## src/rtl/bsx_pkg.sv

```systemverilog
package bsx_pkg;

   // ------------------------------------------------------------
   // Status flag bit positions
   // ------------------------------------------------------------
   localparam int FLAG_C = 0;
   localparam int FLAG_Z = 1;
   localparam int FLAG_N = 2;
   localparam int FLAG_V = 3;
   localparam int FLAG_S = 4;
   localparam int FLAG_H = 5;
   localparam int FLAG_T = 6;
   localparam int FLAG_I = 7;

   // ------------------------------------------------------------
   // Reset values and timing counts
   // ------------------------------------------------------------
   localparam logic [7:0]  FLAGS_RESET     = 8'h00;
   localparam logic [15:0] PC_RESET        = 16'h0000;
   localparam logic [1:0]  CYC_ONE         = 2'h1;
   localparam logic [1:0]  CYC_IO_BIT      = 2'h2;
   localparam logic [1:0]  CYC_BR_TAKEN    = 2'h2;
   localparam logic [1:0]  CYC_SKIP_ONE    = 2'h2;
   localparam logic [1:0]  CYC_SKIP_TWO    = 2'h3;
   localparam logic [15:0] PC_STEP_ONE     = 16'h0001;
   localparam logic [15:0] PC_STEP_SKIP1   = 16'h0002;
   localparam logic [15:0] PC_STEP_SKIP2   = 16'h0003;

   // ------------------------------------------------------------
   // Operations of this slice
   // ------------------------------------------------------------
   typedef enum logic [4:0] {
      OP_NONE,
      OP_CMP_CARRY,
      OP_CMP_IMM,
      OP_SKIP_REG_CLR,
      OP_SKIP_REG_SET,
      OP_SKIP_IO_CLR,
      OP_SKIP_IO_SET,
      OP_BRANCH_SET,
      OP_BRANCH_CLR,
      OP_BRANCH_GE,
      OP_BRANCH_LT,
      OP_IO_SET,
      OP_IO_CLR,
      OP_LSL,
      OP_LSR,
      OP_ROL,
      OP_ROR,
      OP_ASR,
      OP_BIT_TO_T,
      OP_T_TO_BIT
   } bsx_op_e;

   typedef enum logic [1:0] {
      ST_IDLE,
      ST_WAIT
   } bsx_state_e;

endpackage : bsx_pkg

```

## src/rtl/bsx_if.sv

```systemverilog
`timescale 1ns/1ns
interface bsx_if;
   import bsx_pkg::*;
   logic [7:0] opA;
   logic [7:0] opB;
   logic       carryIn;
   logic [7:0] result;
   logic [7:0] flagsIn;
   logic [7:0] flagsOut;
   logic       writesReg;
   bsx_op_e    op;

   modport unit (input opA, input opB, input carryIn, input op, input flagsIn,
                 output result, output flagsOut, output writesReg);
   modport core (output opA, output opB, output carryIn, output op, output flagsIn,
                 input result, input flagsOut, input writesReg);
endinterface : bsx_if

```

## src/rtl/bsx_alu.sv

```systemverilog
`timescale 1ns/1ns
module bsx_alu
   import bsx_pkg::*;
(
   // Operand side
   bsx_if.unit alu
);

   logic [7:0] r;
   logic [7:0] f;
   logic       c;
   logic       w;
   logic [8:0] diff;
   logic [4:0] lowDiff;

   always_comb begin
      r       = alu.opA;
      f       = alu.flagsIn;
      c       = alu.flagsIn[FLAG_C];
      w       = 1'b0;
      diff    = {1'b0, alu.opA} - {1'b0, alu.opB} - {8'h00, alu.carryIn};
      lowDiff = {1'b0, alu.opA[3:0]} - {1'b0, alu.opB[3:0]} - {4'h0, alu.carryIn};
      case (alu.op)
         OP_CMP_CARRY, OP_CMP_IMM: begin
            // Difference discarded; flags only
            f[FLAG_C] = diff[8];
            f[FLAG_H] = lowDiff[4];
            f[FLAG_N] = diff[7];
            f[FLAG_V] = (alu.opA[7] & ~alu.opB[7] & ~diff[7]) | (~alu.opA[7] & alu.opB[7] & diff[7]);
            // Compare with carry clears Z unless result is zero
            if (alu.op == OP_CMP_CARRY) begin
               f[FLAG_Z] = (diff[7:0] == 8'h00) & alu.flagsIn[FLAG_Z];
            end else begin
               f[FLAG_Z] = (diff[7:0] == 8'h00);
            end
            f[FLAG_S] = f[FLAG_N] ^ f[FLAG_V];
         end
         OP_LSL, OP_ROL: begin
            r = {alu.opA[6:0], (alu.op == OP_ROL) ? alu.flagsIn[FLAG_C] : 1'b0};
            c = alu.opA[7];
            w = 1'b1;
         end
         OP_LSR, OP_ROR: begin
            r = {(alu.op == OP_ROR) ? alu.flagsIn[FLAG_C] : 1'b0, alu.opA[7:1]};
            c = alu.opA[0];
            w = 1'b1;
         end
         OP_ASR: begin
            r = {alu.opA[7], alu.opA[7:1]};
            c = alu.opA[0];
            w = 1'b1;
         end
         default: begin
            r = alu.opA;
         end
      endcase
      if (w) begin
         f[FLAG_C] = c;
         f[FLAG_Z] = (r == 8'h00);
         f[FLAG_N] = r[7];
         f[FLAG_V] = r[7] ^ c;
         f[FLAG_S] = f[FLAG_N] ^ f[FLAG_V];
      end
   end

   assign alu.result    = r;
   assign alu.flagsOut  = f;
   assign alu.writesReg = w;

endmodule : bsx_alu

```

## src/rtl/bsx_exec_unit.sv

```systemverilog
`timescale 1ns/1ns
// Contract
// - Compares update Z,N,V,C,H in one clock
// - Register bit skip advances PC 2 or 3
// - I/O bit skip on bit zero/one
// - Flag branch target PC plus k plus one
// - Zero, carry, negative branches on condition
// - Unsigned branches test carry clear or set
// - Signed branches test N xor V
// - Half-carry and T flag branches
// - Overflow branches alter no flag
// - Interrupt-enable branches use same target
// - I/O bit set/clear, two clocks
// - Left shift and rotate through carry
// - Right shift and rotate through carry
// - Arithmetic right shift keeps sign bit
// - Bit store copies register bit to T
// - Bit load writes T into register bit
module bsx_exec_unit
   import bsx_pkg::*;
(
   // Clock and reset
   input  wire logic        core_clk,
   input  wire logic        rst_n,
   // Instruction issue
   input  wire logic        issueValid,
   input  wire bsx_op_e     issueOp,
   input  wire logic [15:0] issuePc,
   input  wire logic [7:0]  regOperandA,
   input  wire logic [7:0]  regOperandB,
   input  wire logic [2:0]  bitSel,
   input  wire logic signed [6:0] branchOffset,
   input  wire logic        nextIsTwoWord,
   // I/O space
   input  wire logic [7:0]  ioReadData,
   input  wire logic [4:0]  ioAddr,
   // Results
   output logic             busy,
   output logic             done,
   output logic [15:0]      pcOut,
   output logic             pcLoad,
   output logic [7:0]       regWriteData,
   output logic             regWrite,
   output logic [7:0]       ioWriteData,
   output logic [4:0]       ioWriteAddr,
   output logic             ioWrite,
   output logic [7:0]       status_flags_register
);

   // ------------------------------------------------------------
   // State
   // ------------------------------------------------------------
   typedef struct packed {
      bsx_state_e  state;
      logic [1:0]  cyclesLeft;
      logic [7:0]  flags;
      logic [15:0] pc;
      logic        pcLoad;
      logic        done;
      logic [7:0]  regData;
      logic        regWrite;
      logic [7:0]  ioData;
      logic [4:0]  ioAddr;
      logic        ioWrite;
   } bsx_state_s;

   bsx_state_s st_reg;
   bsx_state_s st_next;

   bsx_if aluBus ();

   bsx_alu u_alu (
      .alu (aluBus.unit)
   );

   // ------------------------------------------------------------
   // Shift and compare datapath
   // ------------------------------------------------------------
   assign aluBus.opA     = regOperandA;
   assign aluBus.opB     = regOperandB;
   assign aluBus.carryIn = (issueOp == OP_CMP_CARRY) ? st_reg.flags[FLAG_C] : 1'b0;
   assign aluBus.op      = issueOp;
   assign aluBus.flagsIn = st_reg.flags;

   logic       testBit;
   logic       condMet;
   logic [15:0] branchTarget;
   logic [2:0] flagIdx;

   always_comb begin
      flagIdx      = bitSel;
      testBit      = 1'b0;
      condMet      = 1'b0;
      branchTarget = issuePc + {{9{branchOffset[6]}}, branchOffset} + PC_STEP_ONE;
      case (issueOp)
         OP_SKIP_REG_CLR: begin
            testBit = regOperandA[bitSel];
            condMet = ~testBit;
         end
         OP_SKIP_REG_SET: begin
            testBit = regOperandA[bitSel];
            condMet = testBit;
         end
         OP_SKIP_IO_CLR: begin
            testBit = ioReadData[bitSel];
            condMet = ~testBit;
         end
         OP_SKIP_IO_SET: begin
            testBit = ioReadData[bitSel];
            condMet = testBit;
         end
         OP_BRANCH_SET: begin
            // Z, C, N, H, T, V, I by flag index
            condMet = st_reg.flags[flagIdx];
         end
         OP_BRANCH_CLR: begin
            condMet = ~st_reg.flags[flagIdx];
         end
         OP_BRANCH_GE: begin
            condMet = ~(st_reg.flags[FLAG_N] ^ st_reg.flags[FLAG_V]);
         end
         OP_BRANCH_LT: begin
            condMet = st_reg.flags[FLAG_N] ^ st_reg.flags[FLAG_V];
         end
         default: begin
            condMet = 1'b0;
         end
      endcase
   end

   // ------------------------------------------------------------
   // Sequencing
   // ------------------------------------------------------------
   always_comb begin
      st_next          = st_reg;
      st_next.pcLoad   = 1'b0;
      st_next.done     = 1'b0;
      st_next.regWrite = 1'b0;
      st_next.ioWrite  = 1'b0;
      case (st_reg.state)
         ST_IDLE: begin
            if (issueValid) begin
               st_next.pc         = issuePc + PC_STEP_ONE;
               st_next.cyclesLeft = 2'h0;
               case (issueOp)
                  OP_CMP_CARRY, OP_CMP_IMM: begin
                     st_next.flags = aluBus.flagsOut;
                  end
                  OP_LSL, OP_ROL, OP_LSR, OP_ROR, OP_ASR: begin
                     st_next.flags    = aluBus.flagsOut;
                     st_next.regData  = aluBus.result;
                     st_next.regWrite = aluBus.writesReg;
                  end
                  OP_SKIP_REG_CLR, OP_SKIP_REG_SET, OP_SKIP_IO_CLR, OP_SKIP_IO_SET: begin
                     if (condMet) begin
                        // Skip length tracks the skipped word count
                        st_next.pc = issuePc + (nextIsTwoWord ? PC_STEP_SKIP2 : PC_STEP_SKIP1);
                        st_next.cyclesLeft = (nextIsTwoWord ? CYC_SKIP_TWO : CYC_SKIP_ONE) - CYC_ONE;
                     end
                  end
                  OP_BRANCH_SET, OP_BRANCH_CLR, OP_BRANCH_GE, OP_BRANCH_LT: begin
                     if (condMet) begin
                        st_next.pc         = branchTarget;
                        st_next.cyclesLeft = CYC_BR_TAKEN - CYC_ONE;
                     end
                  end
                  OP_IO_SET, OP_IO_CLR: begin
                     st_next.ioData = ioReadData;
                     st_next.ioData[bitSel] = (issueOp == OP_IO_SET);
                     st_next.ioAddr     = ioAddr;
                     st_next.ioWrite    = 1'b1;
                     st_next.cyclesLeft = CYC_IO_BIT - CYC_ONE;
                  end
                  OP_BIT_TO_T: begin
                     st_next.flags[FLAG_T] = regOperandA[bitSel];
                  end
                  OP_T_TO_BIT: begin
                     st_next.regData         = regOperandA;
                     st_next.regData[bitSel] = st_reg.flags[FLAG_T];
                     st_next.regWrite        = 1'b1;
                  end
                  default: begin
                     st_next.pc = st_reg.pc;
                  end
               endcase
               if (st_next.cyclesLeft == 2'h0) begin
                  st_next.done   = (issueOp != OP_NONE);
                  st_next.pcLoad = (issueOp != OP_NONE);
               end else begin
                  st_next.state = ST_WAIT;
               end
            end
         end
         ST_WAIT: begin
            st_next.cyclesLeft = st_reg.cyclesLeft - CYC_ONE;
            if (st_reg.cyclesLeft == CYC_ONE) begin
               st_next.state  = ST_IDLE;
               st_next.done   = 1'b1;
               st_next.pcLoad = 1'b1;
            end
         end
         default: begin
            st_next.state = ST_IDLE;
         end
      endcase
   end

   always_ff @(posedge core_clk or negedge rst_n) begin
      if (!rst_n) begin
         st_reg <= '{state: ST_IDLE, cyclesLeft: 2'h0, flags: FLAGS_RESET, pc: PC_RESET,
                     pcLoad: 1'b0, done: 1'b0, regData: 8'h00, regWrite: 1'b0,
                     ioData: 8'h00, ioAddr: 5'h00, ioWrite: 1'b0};
      end else begin
         st_reg <= st_next;
      end
   end

   // ------------------------------------------------------------
   // Outputs
   // ------------------------------------------------------------
   assign busy                  = (st_reg.state == ST_WAIT);
   assign done                  = st_reg.done;
   assign pcOut                 = st_reg.pc;
   assign pcLoad                = st_reg.pcLoad;
   assign regWriteData          = st_reg.regData;
   assign regWrite              = st_reg.regWrite;
   assign ioWriteData           = st_reg.ioData;
   assign ioWriteAddr           = st_reg.ioAddr;
   assign ioWrite               = st_reg.ioWrite;
   assign status_flags_register = st_reg.flags;

endmodule : bsx_exec_unit

```

## config.mk

```make
export PLATFORM = sky130hd
export DESIGN_NAME = bsx_exec_unit
export DESIGN_NICKNAME = d
export VERILOG_FILES = /design/src/rtl/bsx_pkg.sv /design/src/rtl/bsx_if.sv /design/src/rtl/bsx_alu.sv /design/src/rtl/bsx_exec_unit.sv
export SDC_FILE = /design/constraint.sdc
export NUM_CORES = 1
export LEC_CHECK = 0
export ABC_AREA = 1
export BUFFER_PORTS_ARGS = -buffer_cell sky130_fd_sc_hd__buf_4
export CORE_UTILIZATION = 31
export CTS_CLUSTER_DIAMETER = 80
export DETAILED_ROUTE_END_ITERATION = 10
export HOLD_SLACK_MARGIN = 0.08
export PLACE_DENSITY = 0.58
export RECOVER_POWER = 100
export SYNTH_ARGS = -nofsm -noshare
export SYNTH_HDL_FRONTEND = slang
export SYNTH_SLANG_ARGS = --single-unit
```

## constraint.sdc

```tcl
create_clock -name core_clk -period 3.64 [get_ports core_clk]
set_input_delay 0.182 -clock core_clk [delete_from_list [all_inputs] [get_ports core_clk]]
set_output_delay 0.182 -clock core_clk [all_outputs]
set_load 0.01 [all_outputs]
```

==> metrics.md <==
| Metric | Value |
|---|---|
| CTS tree | `yes` |
| CP Buf/Inv Count | `5` |
| Headroom to the max-slew limit | `8.52%` |
| DR vias/cell | `4.75` |
| Drt drc | `0` |
| Type of the worst setup path | `in2reg` |
| Sw frac | `42.1%` |
| Critical Path Sink | `pcOut[6]` |
| Compound-gate portion of the synthesized area | `11.7%` |
| Net Count, Synth | `1013` |
| Simple-Gate Fraction of Synth Area | `37.8%` |
| Share of layout cells above drive strength 1 | `10.5%` |
| Largest net degree at the start of global routing | `51` |
| Fillers | `2011` |
| Fin cells | `1204` |
| Rows | `49` |
| Detail Route Antenna Nets | `0` |
| Flops & latches, synth | `50` |
| Fin nets | `1076` |
| Max-slew violations | `0` |
| Critical path's slowest cell | `nand2_2` |
| Crit start category | `input pin` |
| R2R setup slack | `1.03 ns` |
| Global placer's final weighted congestion | `0.911` |
| Mux cell area share after synthesis | `0%` |
| Initial DRT Pass Iterations | `5` |
| Slew @ Worst Pin | `1.37 ns` |
| Critical path endpoint category | `register` |
| CP dominant cell by count | `nand2_1` |
| Fin crit period | `2.66 ns` |
| Sw power | `1210 µW` |
| Lkg Pwr | `0.00327 µW` |
| WL/cell | `13.5 µm` |
| Worst Hold Class | `in2reg` |
| Yosys warns | `0` |
| First-pass GRT wire length | `26.0 mm` |
| Maximum clock rate | `375 MHz` |
| Worst-skew pair later-pin latency | `0.29 ns` |
| Vias post-DR | `5714` |
| Xor/xnor cell area share of the yosys netlist | `4.63%` |
| Number of global-route vias before repair | `5221` |
| Depth of the most critical reg-to-reg path | `11` |
| Htree depth | `2` |
| Core Box Area | `18000 µm²` |
| CTS sink cnt | `50` |
| Int Power | `1670 µW` |
| Post-CTS Setup Inserts | `0` |
| I/O pin cnt | `114` |
| Seq pwr share | `34.5%` |
| Setup_tns | `0 ns` |
| Routed wire length | `16.2 mm` |
| Die height | `137 µm` |
| Minimum hold slack | `0.0917 ns` |
| RR Endpoint | `pcOut[7]` |
| CP Max Fanout | `27` |
| Clock Tree Buf Depth | `2` |
| Root buf cell | `clkbuf_16` |
| Worst vdd ir | `0.000214 V` |
| Initial Util | `31.6%` |
| Ys flop type | `dfrtp_1` |
| Comb power frac | `44.1%` |
| Dpl cells | `1194` |
| Final Hold Vio Count | `0` |
| CP delay by family, top | `simple AND/OR/NAND/NOR gates` |
| WP data required | `3.83 ns` |
| Largest family of logic cells by synthesized area | `simple AND/OR/NAND/NOR gates` |
| Post-synth EDFFs | `0` |
| Starting DRT DRC Count | `290` |
| Crit path cell chain | `buf_4, inv_1, nand2_1, nand3_1, nand2_1, nor2_1, nand2_1, nand2_1, nor2_1, clkbuf_1, nand2_2, clkinv_1, nand2_1, nand3_1, o21ai_0, inv_1` |
| HPWL Detailed | `13.2 mm` |
| Max Clock Skew | `0.00679 ns` |
| Reg-to-reg startpoint | `status_flags_register[3]` |
| Antenna cells | `0` |
| Grt total ovfl | `0` |
| Status | `finished clean` |
| Die area | `18800 µm²` |
| Final Cycle Share | `73.2%` |
| Clock slew at reported path FFs | `0.07 ns` |
| Number of CTS-inserted buffers | `5` |
| Syn Area/Cell | `6.23 µm²` |
| Logic depth of the worst setup path including buffers | `16` |
| CP arrival | `2.85 ns` |
| Max reg flops | `16` |
| Unrepaired setup endpoints after global routing | `no` |
| Post-synthesis instance total | `911` |
| # port buffers | `112` |
| Mapped Area | `5670 µm²` |
| Initial antenna violation count | `0` |
| Post-synth ARST share | `100%` |
| Yosys cell types | `44` |
| Clock power share | `21.4%` |
| Area grow syn2layout | `13.0%` |
| GRT Total Usage | `17.5%` |
| Max cap viols | `0` |
| Final-report setup violation count | `0` |
| Seq/Total Area, Yosys | `22.1%` |
| Crit-path max cell delay | `0.46 ns` |
| Post-Synth Adder-Cell Area | `8.78%` |
| Pwr dens | `449 nW/µm²` |
| CP startpoint | `bitSel[0]` |
| Die width | `137 µm` |
[worst min-delay path, cell delays in order]
cell	delay, ns
buf_4	0.08
nand2_1	0.04
nand2_1	0.05
[power groups by stage]
stage / Sequential (µW) / Clock [µW] / Combinational (µW)
3_5_place_dp: 1010 / 0 / 1480
6_report: 993 / 616 / 1270
5_1_grt: 1030 / 654 / 1470
4_1_cts: 1000 / 637 / 1480
2_1_floorplan: 924 / 0 / 1180
3_3_place_gp: 1010 / 0 / 1460
[what timing repair did]
item / in CTS / in global routing
resized for setup: 0 / 0
hold buffers: 2 / 0
endpoints found under the hold margin: 51 / 0
[final cells by class]
| class | instances | area, µm² | share of cell area, % |
|---|---|---|---|
| multi-input combinational | 689 | 3570 | 55.7 |
| timing repair buffer | 119 | 697 | 10.9 |
| tap | 229 | 287 | 4.47 |
| sequential | 50 | 1250 | 19.5 |
| clock buffer | 5 | 125 | 1.95 |
| clock inverter | 3 | 68.8 | 1.07 |
| inverter | 109 | 412 | 6.42 |
[per-stage QoR]
stage,worst slack (ns),total power (µW),cell area (µm²),utilization [%]
final,0.976,2880,6410,35.7
after global routing,0.512,3160,6410,35.7
after CTS,1.10,3120,6620,36.8
after detailed placement,0.867,2490,6400,35.6
after global placement,0.884,2470,6400,35.6
after floorplan,1.33,2100,5670,-
[worst min path at each step]
stage | start | end | slack [ns] | cells past startpoint
after CTS | ioAddr[3] | ioWriteAddr[3] | 0.08 | 3
after detailed placement | rst_n | pcOut[10] | 0.26 | 1
after global placement | rst_n | pcOut[10] | 0.26 | 1
final | ioAddr[3] | ioWriteAddr[3] | 0.09 | 3
after floorplan | rst_n | done | -0.11 | 0
after global routing | ioAddr[3] | ioWriteAddr[3] | 0.09 | 3
[cells in the mapped netlist (6+ instances only)]
master	instances	area [µm²]
o21ai_0	41	205
nor2_1	108	405
nand3_1	64	320
nand4_1	7	43.8
nand2_2	6	37.5
nand2_1	277	1040
buf_4	48	360
a31oi_1	17	106
dfrtp_1	50	1250
o211ai_1	6	45.0
xor2_1	20	175
a21oi_1	33	165
buf_2	11	55.1
or2_0	9	56.3
inv_2	6	22.5
ha_1	35	438
xnor2_1	10	87.6
nor3_1	8	40.0
inv_1	101	379
[cell families (layout without fill, tap and decap cells)]
family / after synthesis / in the layout
AO/OA/AOI/OAI: 117 / 117
adder cells (fa/ha/maj): 38 / 38
flip-flops: 50 / 50
other: 1 / 1
AND/OR/NAND/NOR: 503 / 503
XOR/XNOR: 30 / 30
buffers and inverters: 172 / 236
[layer usage]
metal,track usage [%],share of wire [%],vias up
met5,0,0,-
met4,3.30,1.0,0
met3,2.69,5.1,12
met2,29.7,47,140
met1,23.6,47,2576
li1,-,-,2986
[cell usage in the layout (no fill, tap or decap), types with 5 or more instances in the layout]
master	count
nor2_1	108
xnor2_1	10
nand2_1	277
buf_4	63
xor2_1	20
or2_0	9
o211ai_1	6
a22oi_1	5
ha_1	35
a31oi_1	17
inv_1	101
nand3_1	64
a21oi_1	33
nand2_2	6
nand3b_1	5
dfrtp_1	50
o21ai_0	43
inv_2	6
clkbuf_1	53
nand4_1	7
clkbuf_16	5
nor3_1	8
(Power assumes the default switching activity.)
